==> config.mk <==
export PLATFORM = sky130hd
export DESIGN_NAME = dt_timer
export DESIGN_NICKNAME = d
export VERILOG_FILES = /design/src/dt_pkg.sv /design/src/dt_edge_detect.sv /design/src/dt_prescaler.sv /design/src/dt_timer.sv
export SDC_FILE = /design/constraint.sdc
export NUM_CORES = 1
export LEC_CHECK = 0
export BUFFER_PORTS_ARGS = -buffer_cell sky130_fd_sc_hd__buf_2
export CAP_MARGIN = 20
export CORE_MARGIN = 3
export CORE_UTILIZATION = 55
export DETAILED_ROUTE_END_ITERATION = 8
export PLACE_DENSITY = 0.73
export SYNTH_ARGS = -nofsm -noshare
export SYNTH_HDL_FRONTEND = slang
export SYNTH_SLANG_ARGS = --single-unit
export TNS_END_PERCENT = 100
==> constraint.sdc <==
create_clock -name i_clk -period 3.1 [get_ports i_clk]
set_input_delay 0.31 -clock i_clk [delete_from_list [all_inputs] [get_ports i_clk]]
set_output_delay 0.31 -clock i_clk [all_outputs]
set_load 0.05 [all_outputs]
==> src/dt_pkg.sv <==
// package of register map, field positions and reset values for the down timer
package dt_pkg;
   localparam logic [2:0] DT_ADDR_CLK = 3'h0;
   localparam logic [2:0] DT_ADDR_MOD = 3'h1;
   localparam logic [2:0] DT_ADDR_CTL = 3'h2;
   localparam logic [2:0] DT_ADDR_TR = 3'h3;
   localparam logic [2:0] DT_ADDR_TC = 3'h4;
   localparam logic [2:0] DT_ADDR_INTF = 3'h5;
   localparam logic [2:0] DT_ADDR_INTE = 3'h6;
   localparam int DT_DEBUG_RUN_BIT_POS = 8;
   localparam int DT_DIV_POS = 4;
   localparam int DT_RUN_POS = 8;
   localparam int DT_PRESET_POS = 1;
   localparam int DT_EN_POS = 0;
   localparam logic [15:0] DT_TR_RESET = 16'hffff;
   localparam logic [15:0] DT_TC_RESET = 16'hffff;
   localparam logic [3:0] DT_DIV_MAX_FULL = 4'hf;
   localparam logic [3:0] DT_DIV_MAX_PART = 4'h8;
   localparam logic [1:0] DT_SRC_EXT = 2'h3;
   typedef enum logic [1:0] {
      DT_SRC_INTOSC = 2'b00,
      DT_SRC_LOWOSC = 2'b01,
      DT_SRC_HIGHOSC = 2'b10,
      DT_SRC_EXTERN = 2'b11
   } dt_src_t;
endpackage

==> src/dt_edge_detect.sv <==
// rising-edge detector for the external event pin
`timescale 1ns/100ps
module dt_edge_detect (
   input wire logic i_clk, // system clock
   input wire logic i_rst_n, // sync reset, active low
   input wire logic i_level, // sampled level
   output logic o_rise // one-cycle pulse on rise
);
   typedef struct packed {
      logic prev;
   } dt_ed_state_t;
   dt_ed_state_t s_q, s_d;
   always_comb begin
      s_d.prev = i_level;
   end
   always_ff @(posedge i_clk) begin
      if (!i_rst_n) begin
         s_q <= '0;
      end else begin
         s_q <= s_d;
      end
   end
   assign o_rise = i_level & ~s_q.prev;
endmodule

==> src/dt_prescaler.sv <==
// power-of-two prescaler turning source ticks into counter ticks
`timescale 1ns/100ps
module dt_prescaler (
   input wire logic i_clk, // system clock
   input wire logic i_rst_n, // sync reset, active low
   input wire logic i_clr, // restart division
   input wire logic i_tick, // source tick
   input wire logic [3:0] i_div, // log2 of division ratio
   output logic o_tick // divided tick
);
   typedef struct packed {
      logic [14:0] cnt;
      logic tick;
   } dt_ps_state_t;
   dt_ps_state_t s_q, s_d;
   logic [14:0] mask;
   always_comb begin
      s_d = s_q;
      s_d.tick = 1'b0;
      mask = 15'((16'h0001 << i_div) - 16'h0001);
      if (i_clr) begin
         s_d.cnt = 15'h0000;
      end else if (i_tick) begin
         if ((s_q.cnt & mask) == mask) begin
            s_d.cnt = 15'h0000;
            s_d.tick = 1'b1;
         end else begin
            s_d.cnt = s_q.cnt + 15'h0001;
         end
      end
   end
   always_ff @(posedge i_clk) begin
      if (!i_rst_n) begin
         s_q <= '0;
      end else begin
         s_q <= s_d;
      end
   end
   assign o_tick = s_q.tick;
endmodule

==> src/dt_timer.sv <==
// one channel of the presettable 16-bit down timer with its register port
`timescale 1ns/100ps
module dt_timer #(
   parameter bit HAS_EVENT = 1'b1, // channel supports event counting
   parameter logic [3:0] SRC_AVAIL = 4'hf // per-source implemented mask
) (
   input wire logic i_clk, // 50 MHz system clock
   input wire logic i_rst_n, // sync reset, active low
   input wire logic [2:0] i_addr, // register index
   input wire logic [15:0] i_wdata, // write data
   input wire logic i_wr, // write strobe
   input wire logic i_rd, // read strobe
   output logic [15:0] o_rdata, // read data, cycle after strobe
   input wire logic i_debug, // processor in debug mode
   input wire logic i_tick_intosc, // internal oscillator tick
   input wire logic i_tick_lowosc, // low-speed oscillator tick
   input wire logic i_tick_highosc, // high-speed oscillator tick
   input wire logic i_tick_extclk, // external clock input tick
   input wire logic i_event_pin, // external event pin level
   output logic o_underflow, // one-cycle underflow pulse
   output logic o_irq, // interrupt request level
   output logic o_running // run bit state
);
   typedef struct packed {
      logic debug_run_bit;
      logic [3:0] div;
      logic [1:0] src;
      logic oneshot;
      logic run;
      logic preset;
      logic en;
      logic [15:0] reload;
      logic [15:0] count;
      logic flag;
      logic ie;
      logic uf;
      logic irq;
      logic [15:0] rdata;
   } dt_state_t;

   dt_state_t s_q, s_d;
   logic ev_rise;
   logic div_tick;
   logic src_tick;
   logic clk_on;
   logic [3:0] div_eff;
   logic wr_clk, wr_mod, wr_ctl, wr_tr, wr_intf, wr_inte;
   logic [15:0] rd_mux;

   dt_edge_detect u_edge (
      .i_clk(i_clk),
      .i_rst_n(i_rst_n),
      .i_level(i_event_pin),
      .o_rise(ev_rise)
   );

   // operating clock exists only while enabled and not frozen by debug
   assign clk_on = s_q.en & (~i_debug | s_q.debug_run_bit);

   always_comb begin
      case (s_q.src)
         dt_pkg::DT_SRC_INTOSC: src_tick = i_tick_intosc;
         dt_pkg::DT_SRC_LOWOSC: src_tick = i_tick_lowosc;
         dt_pkg::DT_SRC_HIGHOSC: src_tick = i_tick_highosc;
         dt_pkg::DT_SRC_EXTERN: src_tick = HAS_EVENT ? ev_rise : i_tick_extclk;
         default: src_tick = 1'b0;
      endcase
      // high-speed source only reaches 1/256; external is undivided
      if (s_q.src == dt_pkg::DT_SRC_EXT) begin
         div_eff = 4'h0;
      end else if (s_q.src == dt_pkg::DT_SRC_HIGHOSC && s_q.div > dt_pkg::DT_DIV_MAX_PART) begin
         div_eff = dt_pkg::DT_DIV_MAX_PART;
      end else begin
         div_eff = s_q.div;
      end
   end

   dt_prescaler u_ps (
      .i_clk(i_clk),
      .i_rst_n(i_rst_n),
      .i_clr(~s_q.run),
      .i_tick(src_tick & clk_on),
      .i_div(div_eff),
      .o_tick(div_tick)
   );

   always_comb begin
      wr_clk = i_wr && i_addr == dt_pkg::DT_ADDR_CLK;
      wr_mod = i_wr && i_addr == dt_pkg::DT_ADDR_MOD;
      wr_ctl = i_wr && i_addr == dt_pkg::DT_ADDR_CTL;
      wr_tr = i_wr && i_addr == dt_pkg::DT_ADDR_TR;
      wr_intf = i_wr && i_addr == dt_pkg::DT_ADDR_INTF;
      wr_inte = i_wr && i_addr == dt_pkg::DT_ADDR_INTE;
      // reserved bits and unmapped indices read zero
      case (i_addr)
         dt_pkg::DT_ADDR_CLK: rd_mux = {7'h00, s_q.debug_run_bit, s_q.div, 2'h0, s_q.src};
         dt_pkg::DT_ADDR_MOD: rd_mux = {15'h0000, s_q.oneshot};
         dt_pkg::DT_ADDR_CTL: rd_mux = {7'h00, s_q.run, 6'h00, s_q.preset, s_q.en};
         dt_pkg::DT_ADDR_TR: rd_mux = s_q.reload;
         dt_pkg::DT_ADDR_TC: rd_mux = s_q.count;
         dt_pkg::DT_ADDR_INTF: rd_mux = {15'h0000, s_q.flag};
         dt_pkg::DT_ADDR_INTE: rd_mux = {15'h0000, s_q.ie};
         default: rd_mux = 16'h0000;
      endcase
   end

   always_comb begin
      s_d = s_q;
      s_d.uf = 1'b0;
      s_d.rdata = i_rd ? rd_mux : 16'h0000;
      if (wr_clk) begin
         s_d.debug_run_bit = i_wdata[dt_pkg::DT_DEBUG_RUN_BIT_POS];
         s_d.div = i_wdata[dt_pkg::DT_DIV_POS +: 4];
         // an absent source is refused and the old one stays
         if (SRC_AVAIL[i_wdata[1:0]]) begin
            s_d.src = i_wdata[1:0];
         end
      end
      if (wr_mod) begin
         s_d.oneshot = i_wdata[0];
      end
      if (wr_tr) begin
         s_d.reload = i_wdata;
      end
      if (wr_inte) begin
         s_d.ie = i_wdata[0];
      end
      if (wr_ctl) begin
         s_d.en = i_wdata[dt_pkg::DT_EN_POS];
         // run and preset need enable set in this same write
         if (i_wdata[dt_pkg::DT_EN_POS]) begin
            s_d.run = i_wdata[dt_pkg::DT_RUN_POS];
            if (i_wdata[dt_pkg::DT_PRESET_POS]) begin
               s_d.preset = 1'b1;
            end
         end else begin
            s_d.run = 1'b0;
         end
      end
      if (wr_intf && i_wdata[0]) begin
         s_d.flag = 1'b0;
      end
      // preset takes one cycle, then the busy bit self-clears
      if (s_q.preset) begin
         s_d.count = s_q.reload;
         s_d.preset = 1'b0;
      end else if (s_q.run && div_tick && clk_on) begin
         if (s_q.count == 16'h0000) begin
            s_d.count = s_q.reload;
            s_d.uf = 1'b1;
            s_d.flag = 1'b1;
            if (s_q.oneshot) begin
               s_d.run = 1'b0;
            end
         end else begin
            s_d.count = s_q.count - 16'h0001;
         end
      end
      s_d.irq = s_d.flag & s_d.ie;
   end

   always_ff @(posedge i_clk) begin
      if (!i_rst_n) begin
         s_q <= '0;
         s_q.reload <= dt_pkg::DT_TR_RESET;
         s_q.count <= dt_pkg::DT_TC_RESET;
      end else begin
         s_q <= s_d;
      end
   end

   assign o_rdata = s_q.rdata;
   assign o_underflow = s_q.uf;
   assign o_irq = s_q.irq;
   assign o_running = s_q.run;
endmodule

# Word-level counts from Yosys, hierarchy flattened
# Index checks and enable logic that the tools add are counted.
# W data, S select, Z words.
# totals
input_bits	29
output_inout_bits	19
ff_bits	80
elab_cells	88
# op_classes
bitwise_logic	10
add_sub_neg	3
n_lt_le_gt_ge	2
muxes	24
eq_ne	10
shift	1
n_reduce_logical	21
# op_table
operator	n
$pmux W16 S7	1
$mux W16	2
$mux W17	1
$logic_not A16 Y1	1
$sub A16 B1 Y16 const B	1
$add A15 B1 Y15 const B	1
$and A15 B15 Y15	1
$eq A15 B15 Y1	1
$mux W15	1
$shl A1 B4 Y15 const A	1
$sub A15 B1 Y15 const B	1
$mux W1	14
$logic_and A1 B1 Y1	10
$eq A3 B3 Y1 const B	3
$mux W4	2
$eq A3 B2 Y1 const B	2
$reduce_and A2 Y1	3
$reduce_and A3 Y1	2
$and A1 B1 Y1	4
$eq A2 B2 Y1 const B	2
$gt A4 B4 Y1 const B	1
$not A1 Y1	4
$pmux W1 S4	1
$eq A3 B1 Y1 const B	1
10 further kinds	10

# Logic depth before layout (Yosys ltp)
# depth
depth_word	9
mapped_depth	13
depth_no_buf	10

# Modules after synthesis
# Synthesis repeated with hierarchy kept, for this count alone.
# hier_totals
hier_cells	523
hier_area_um2	4330.4
# modules_own_cells
module	seq_area_each_um2	instances	area_per_inst_um2	cells_each
dt_timer	1261.2	1	3191.8	382
dt_prescaler	320.3	1	1098.6	138
dt_edge_detect	20.0	1	40.0	3

# Least setup slack after synthesis
# Ideal clock, no wire load.
# synth_path
kind	flip-flop to flip-flop
from	reg s_q[57] (netlist bit)
to	reg u_ps.s_q[9] (netlist bit)
stages_incl_launch_ff	13
setup_ns	0.115
slack_ns	0.458
path_buffers	3
t_arrival_ns	2.527
required_time_ns	2.985
path_cell_list	dfxtp_1 -> buf_4 -> and2_1 -> a21oi_1 -> ha_1 -> buf_2 -> o22ai_1 -> a32oi_1 -> o2111ai_1 -> nor4_2 -> a21oi_1 -> clkbuf_1 -> and2_1
# synth_via
elab_chain_cells	9
# synth_lines
item	line	text
start, declared	dt_timer.sv:41	dt_state_t s_q, s_d;
$eq A2 B2 Y1	dt_timer.sv:61, dt_timer.sv:71	
$logic_and A1 B1 Y1	dt_timer.sv:71	end else if (s_q.src == dt_pkg::DT_SRC_HIGHOSC && s_q.div > dt_pkg::DT_DIV_MAX_PART) begin
$mux W4	dt_timer.sv:71	
$mux W4	dt_timer.sv:69	if (s_q.src == dt_pkg::DT_SRC_EXT) begin
$shl A1 B4 Y15	dt_prescaler.sv:20	mask = 15'((16'h0001 << i_div) - 16'h0001);
$sub A15 B1 Y15	dt_prescaler.sv:20	
$and A15 B15 Y15	dt_prescaler.sv:24	if ((s_q.cnt & mask) == mask) begin
$eq A15 B15 Y1	dt_prescaler.sv:24	
$mux W15	dt_prescaler.sv:24	
end signal, assigned	dt_prescaler.sv:34	s_q <= '0;
end signal, assigned	dt_prescaler.sv:36	s_q <= s_d;
end, declared	dt_prescaler.sv:15	dt_ps_state_t s_q, s_d;
# Several ways; a longest one is shown, not always the timed one.
# A chain may end at the register's enable or synchronous reset.

# Worst setup path in the final report
# layout_path
from	reg s_q[59] (netlist bit)
to	reg u_ps.s_q[6] (netlist bit)
# layout_via
elab_chain_cells	9
# layout_lines
item	line
$gt A4 B4 Y1	dt_timer.sv:71
$logic_and A1 B1 Y1	dt_timer.sv:71
$mux W4 *	dt_timer.sv:71
$mux W4 *	dt_timer.sv:69
$shl A1 B4 Y15 *	dt_prescaler.sv:20
$sub A15 B1 Y15 *	dt_prescaler.sv:20
$and A15 B15 Y15	dt_prescaler.sv:24
$eq A15 B15 Y1 *	dt_prescaler.sv:24
$mux W15 *	dt_prescaler.sv:24
# Mark *: on every way between the ends. The rest lies on a longest branch, timed or not.

==> run metrics <==
Reg clk slew, reported paths=approximately 0.09 ns; final setup violation count=0; vias per cell=between 5 and 6; post-synth cell types=just under 60; Tcrit/Tclk final=89.8%; gpl congestion=a little under 0.9; Clock Skew=0.00700 ns; crit path cell chain=nor2_1 > a21oi_1 > ha_2 > buf_4 > or4_1 > a31o_1 > o211ai_2 > nor4_4 > a21oi_1 > and2_1; total chip power=2.07 mW; IO Pins=48; worst rel slew slack=a little under half; fin. max-slew vios=0; CP max stage cell=a21oi_1; GR Overflow Total=0; Skew-Pair Late Insertion Delay=between 0.3 and 0.4 ns; crit end category=flip-flop; Hold Fails Final Rpt=0; post-CTS setup buffer count=0; Die H=slightly above 90 um; average cell area after synthesis=slightly below 8 um^2; status=complete, no violations; Hold-fix buffers, CTS=0; CORE AREA=roughly 0.0070 mm^2; sequential fraction of the synthesis area=slightly below 40%; fin area=~0.0045 mm^2; All-Layer GR Usage=around a quarter; net count after synthesis=554; Nets=between 500 and 600; max cap viols=0; measured slew at the worst slew-check pin=0.813 ns; H-tree depth=3; ANT cells=0; Initial Util=between 50 and 60%; Synth Flop Type=dfxtp_1; total CTS buffers=9; Layout area overhead=9.54%; initial antenna violation count=0; placed cells=about 630; Clock Sinks=80; number of flops mapped to enable cells by yosys=0; drc violations=0; layout cell share with drive strength beyond 1=15.8%; CP Launch Type=flip-flop; RSZ-0062 raised after global routing=no; HPWL after detailed placement=~7300 um; setup ws final=0.315 ns; placed instance area=0.00430 mm^2; Async SR Flop Fraction=0%; max incr delay on CP=roughly 0.52 ns; chip width=between 90 and 100 um; leakage power=1.76 nW; f_max=between 300 and 400 MHz; Synth area leaders=dfxtp_1, nand2_1, nor2_1, nand3_1, a21oi_1; Setup CP Type=flip-flop to flip-flop; vias in the first global route=approximately 3400; maximum fanout along the worst path=11; WP data required=3.40 ns; Util after Layout=64.2%; post_cts resized=0; Vias=~3800; FF+latch count, synth=80; wire per inst=15.6 um; Ys Warns=0; R2R setup slack=between 0.3 and 0.4 ns; CTS tree=done; die area=0.00856 mm^2; global-route wire length before repair=roughly 17000 um; largest net degree at the start of global routing=31; Crit path top cell by count=a21oi_1; area share of the largest cell type after synthesis=38.9%; setup TNS=0 ns; highest ir drop seen on vdd=roughly 210 uV; input/output buffers=between 40 and 50; hold_ws=between 0.15 and 0.2 ns; DP Worst Slack=roughly 0.15 ns; DRC marker count from the first detailed-route iteration=344; root buffer cell=clkbuf_8; Finished Layout Cells=647; cell count after synthesis=about 520; antenna-violating nets left=0; Post-Syn Area=0.00412 mm^2; CP arrival=3.09 ns; hold crit path type=input port to flip-flop; PwrDens=about 460 mW/mm^2; Row Count=30; Max Buffers Root-to-Sink=2; largest area contributor in the netlist=dfxtp_1; DRT Pass-1 Iters=6; Final min period=around 2.8 ns; final WL=10100 um
==> synth_stat cells, types with 5 or more instances <==
cell type,n
xnor2_1,8
nand2_1,83
o211ai_1,5
inv_1,9
dfxtp_1,80
o2111ai_1,5
and2_1,16
buf_4,17
nor2_1,52
nor3_1,15
nor2b_1,9
or4_1,5
nand2b_1,7
nand3_1,33
nand4_1,7
a22oi_1,16
o21ai_0,20
buf_2,8
or3_1,5
a21oi_1,27
clkbuf_1,16
xor2_1,5
==> where the power goes <==
group	internal [mW]	switching (mW)	total, mW
clock	0.380	0.415	0.795
combinational	0.0810	0.131	0.213
sequential	1.05	0.0167	1.06
==> registers in the layout, indices dropped and copies added (netlist names) <==
| register | count |
|---|---|
| o_irq | 1 |
| u_ps.o_tick | 1 |
| s_q | 44 |
| u_edge.s_q | 1 |
| u_ps.s_q | 15 |
| o_running | 1 |
| o_underflow | 1 |
| o_rdata | 16 |
==> per-layer routing <==
layer	up-vias	wire length, um	track usage [%]
li1	1884	-	-
met2	145	4370	35.2
met5	-	0	0
met3	15	686	4.47
met4	0	189	8.54
met1	1745	4870	35.4
==> path summary, 6_finish.rpt <==
check | from | cells past startpoint | endpoint
worst min register to register | s_q[55] | 1 | o_running
worst max-delay path | s_q[59] | 10 | u_ps.s_q[6]
worst max register to register | s_q[59] | 10 | u_ps.s_q[6]
worst min-delay path | i_wdata[12] | 3 | s_q[48]
==> kinds of logic after synthesis <==
logic type,synth area share [%]
AND/OR/NAND/NOR,30.2
AO/OA/AOI/OAI,17.4
flip-flops,38.9
buffers and inverters,7.17
XOR/XNOR,2.77
multiplexers,2.34
adder cells (fa/ha/maj),1.22
==> final cells by class <==
class,instances,area [um^2]
Clock buffer,9,124
Clock inverter,7,78.8
Fill cell,659,2510
Inverter,9,33.8
Multi-Input combinational cell,388,2230
Sequential cell,80,1600
Tap cell,96,120
Timing Repair Buffer,58,320
==> worst max-delay path: cells and delay by family (launching register included) <==
kind	cells	cell delay (ns)
compound gates	4	0.98
fa+ha+maj	1	0.26
buf+inv	1	0.17
flops	1	0.31
simple gates	4	1.00
==> placed cells by master (no fill, tap or decap), drive strengths merged, types with 8 or more instances in the layout <==
cell,synthesis,layout
nor2b,9,9
inv,9,12
clkbuf,16,9
and2,18,18
dfxtp,80,80
a21oi,27,27
a22oi,16,16
nor3,17,17
nand3,33,33
nor2,52,52
nand2,83,83
buf,28,58
o21ai,21,21
xnor2,8,8
Note: power is estimated with default switching activity, not from simulation.
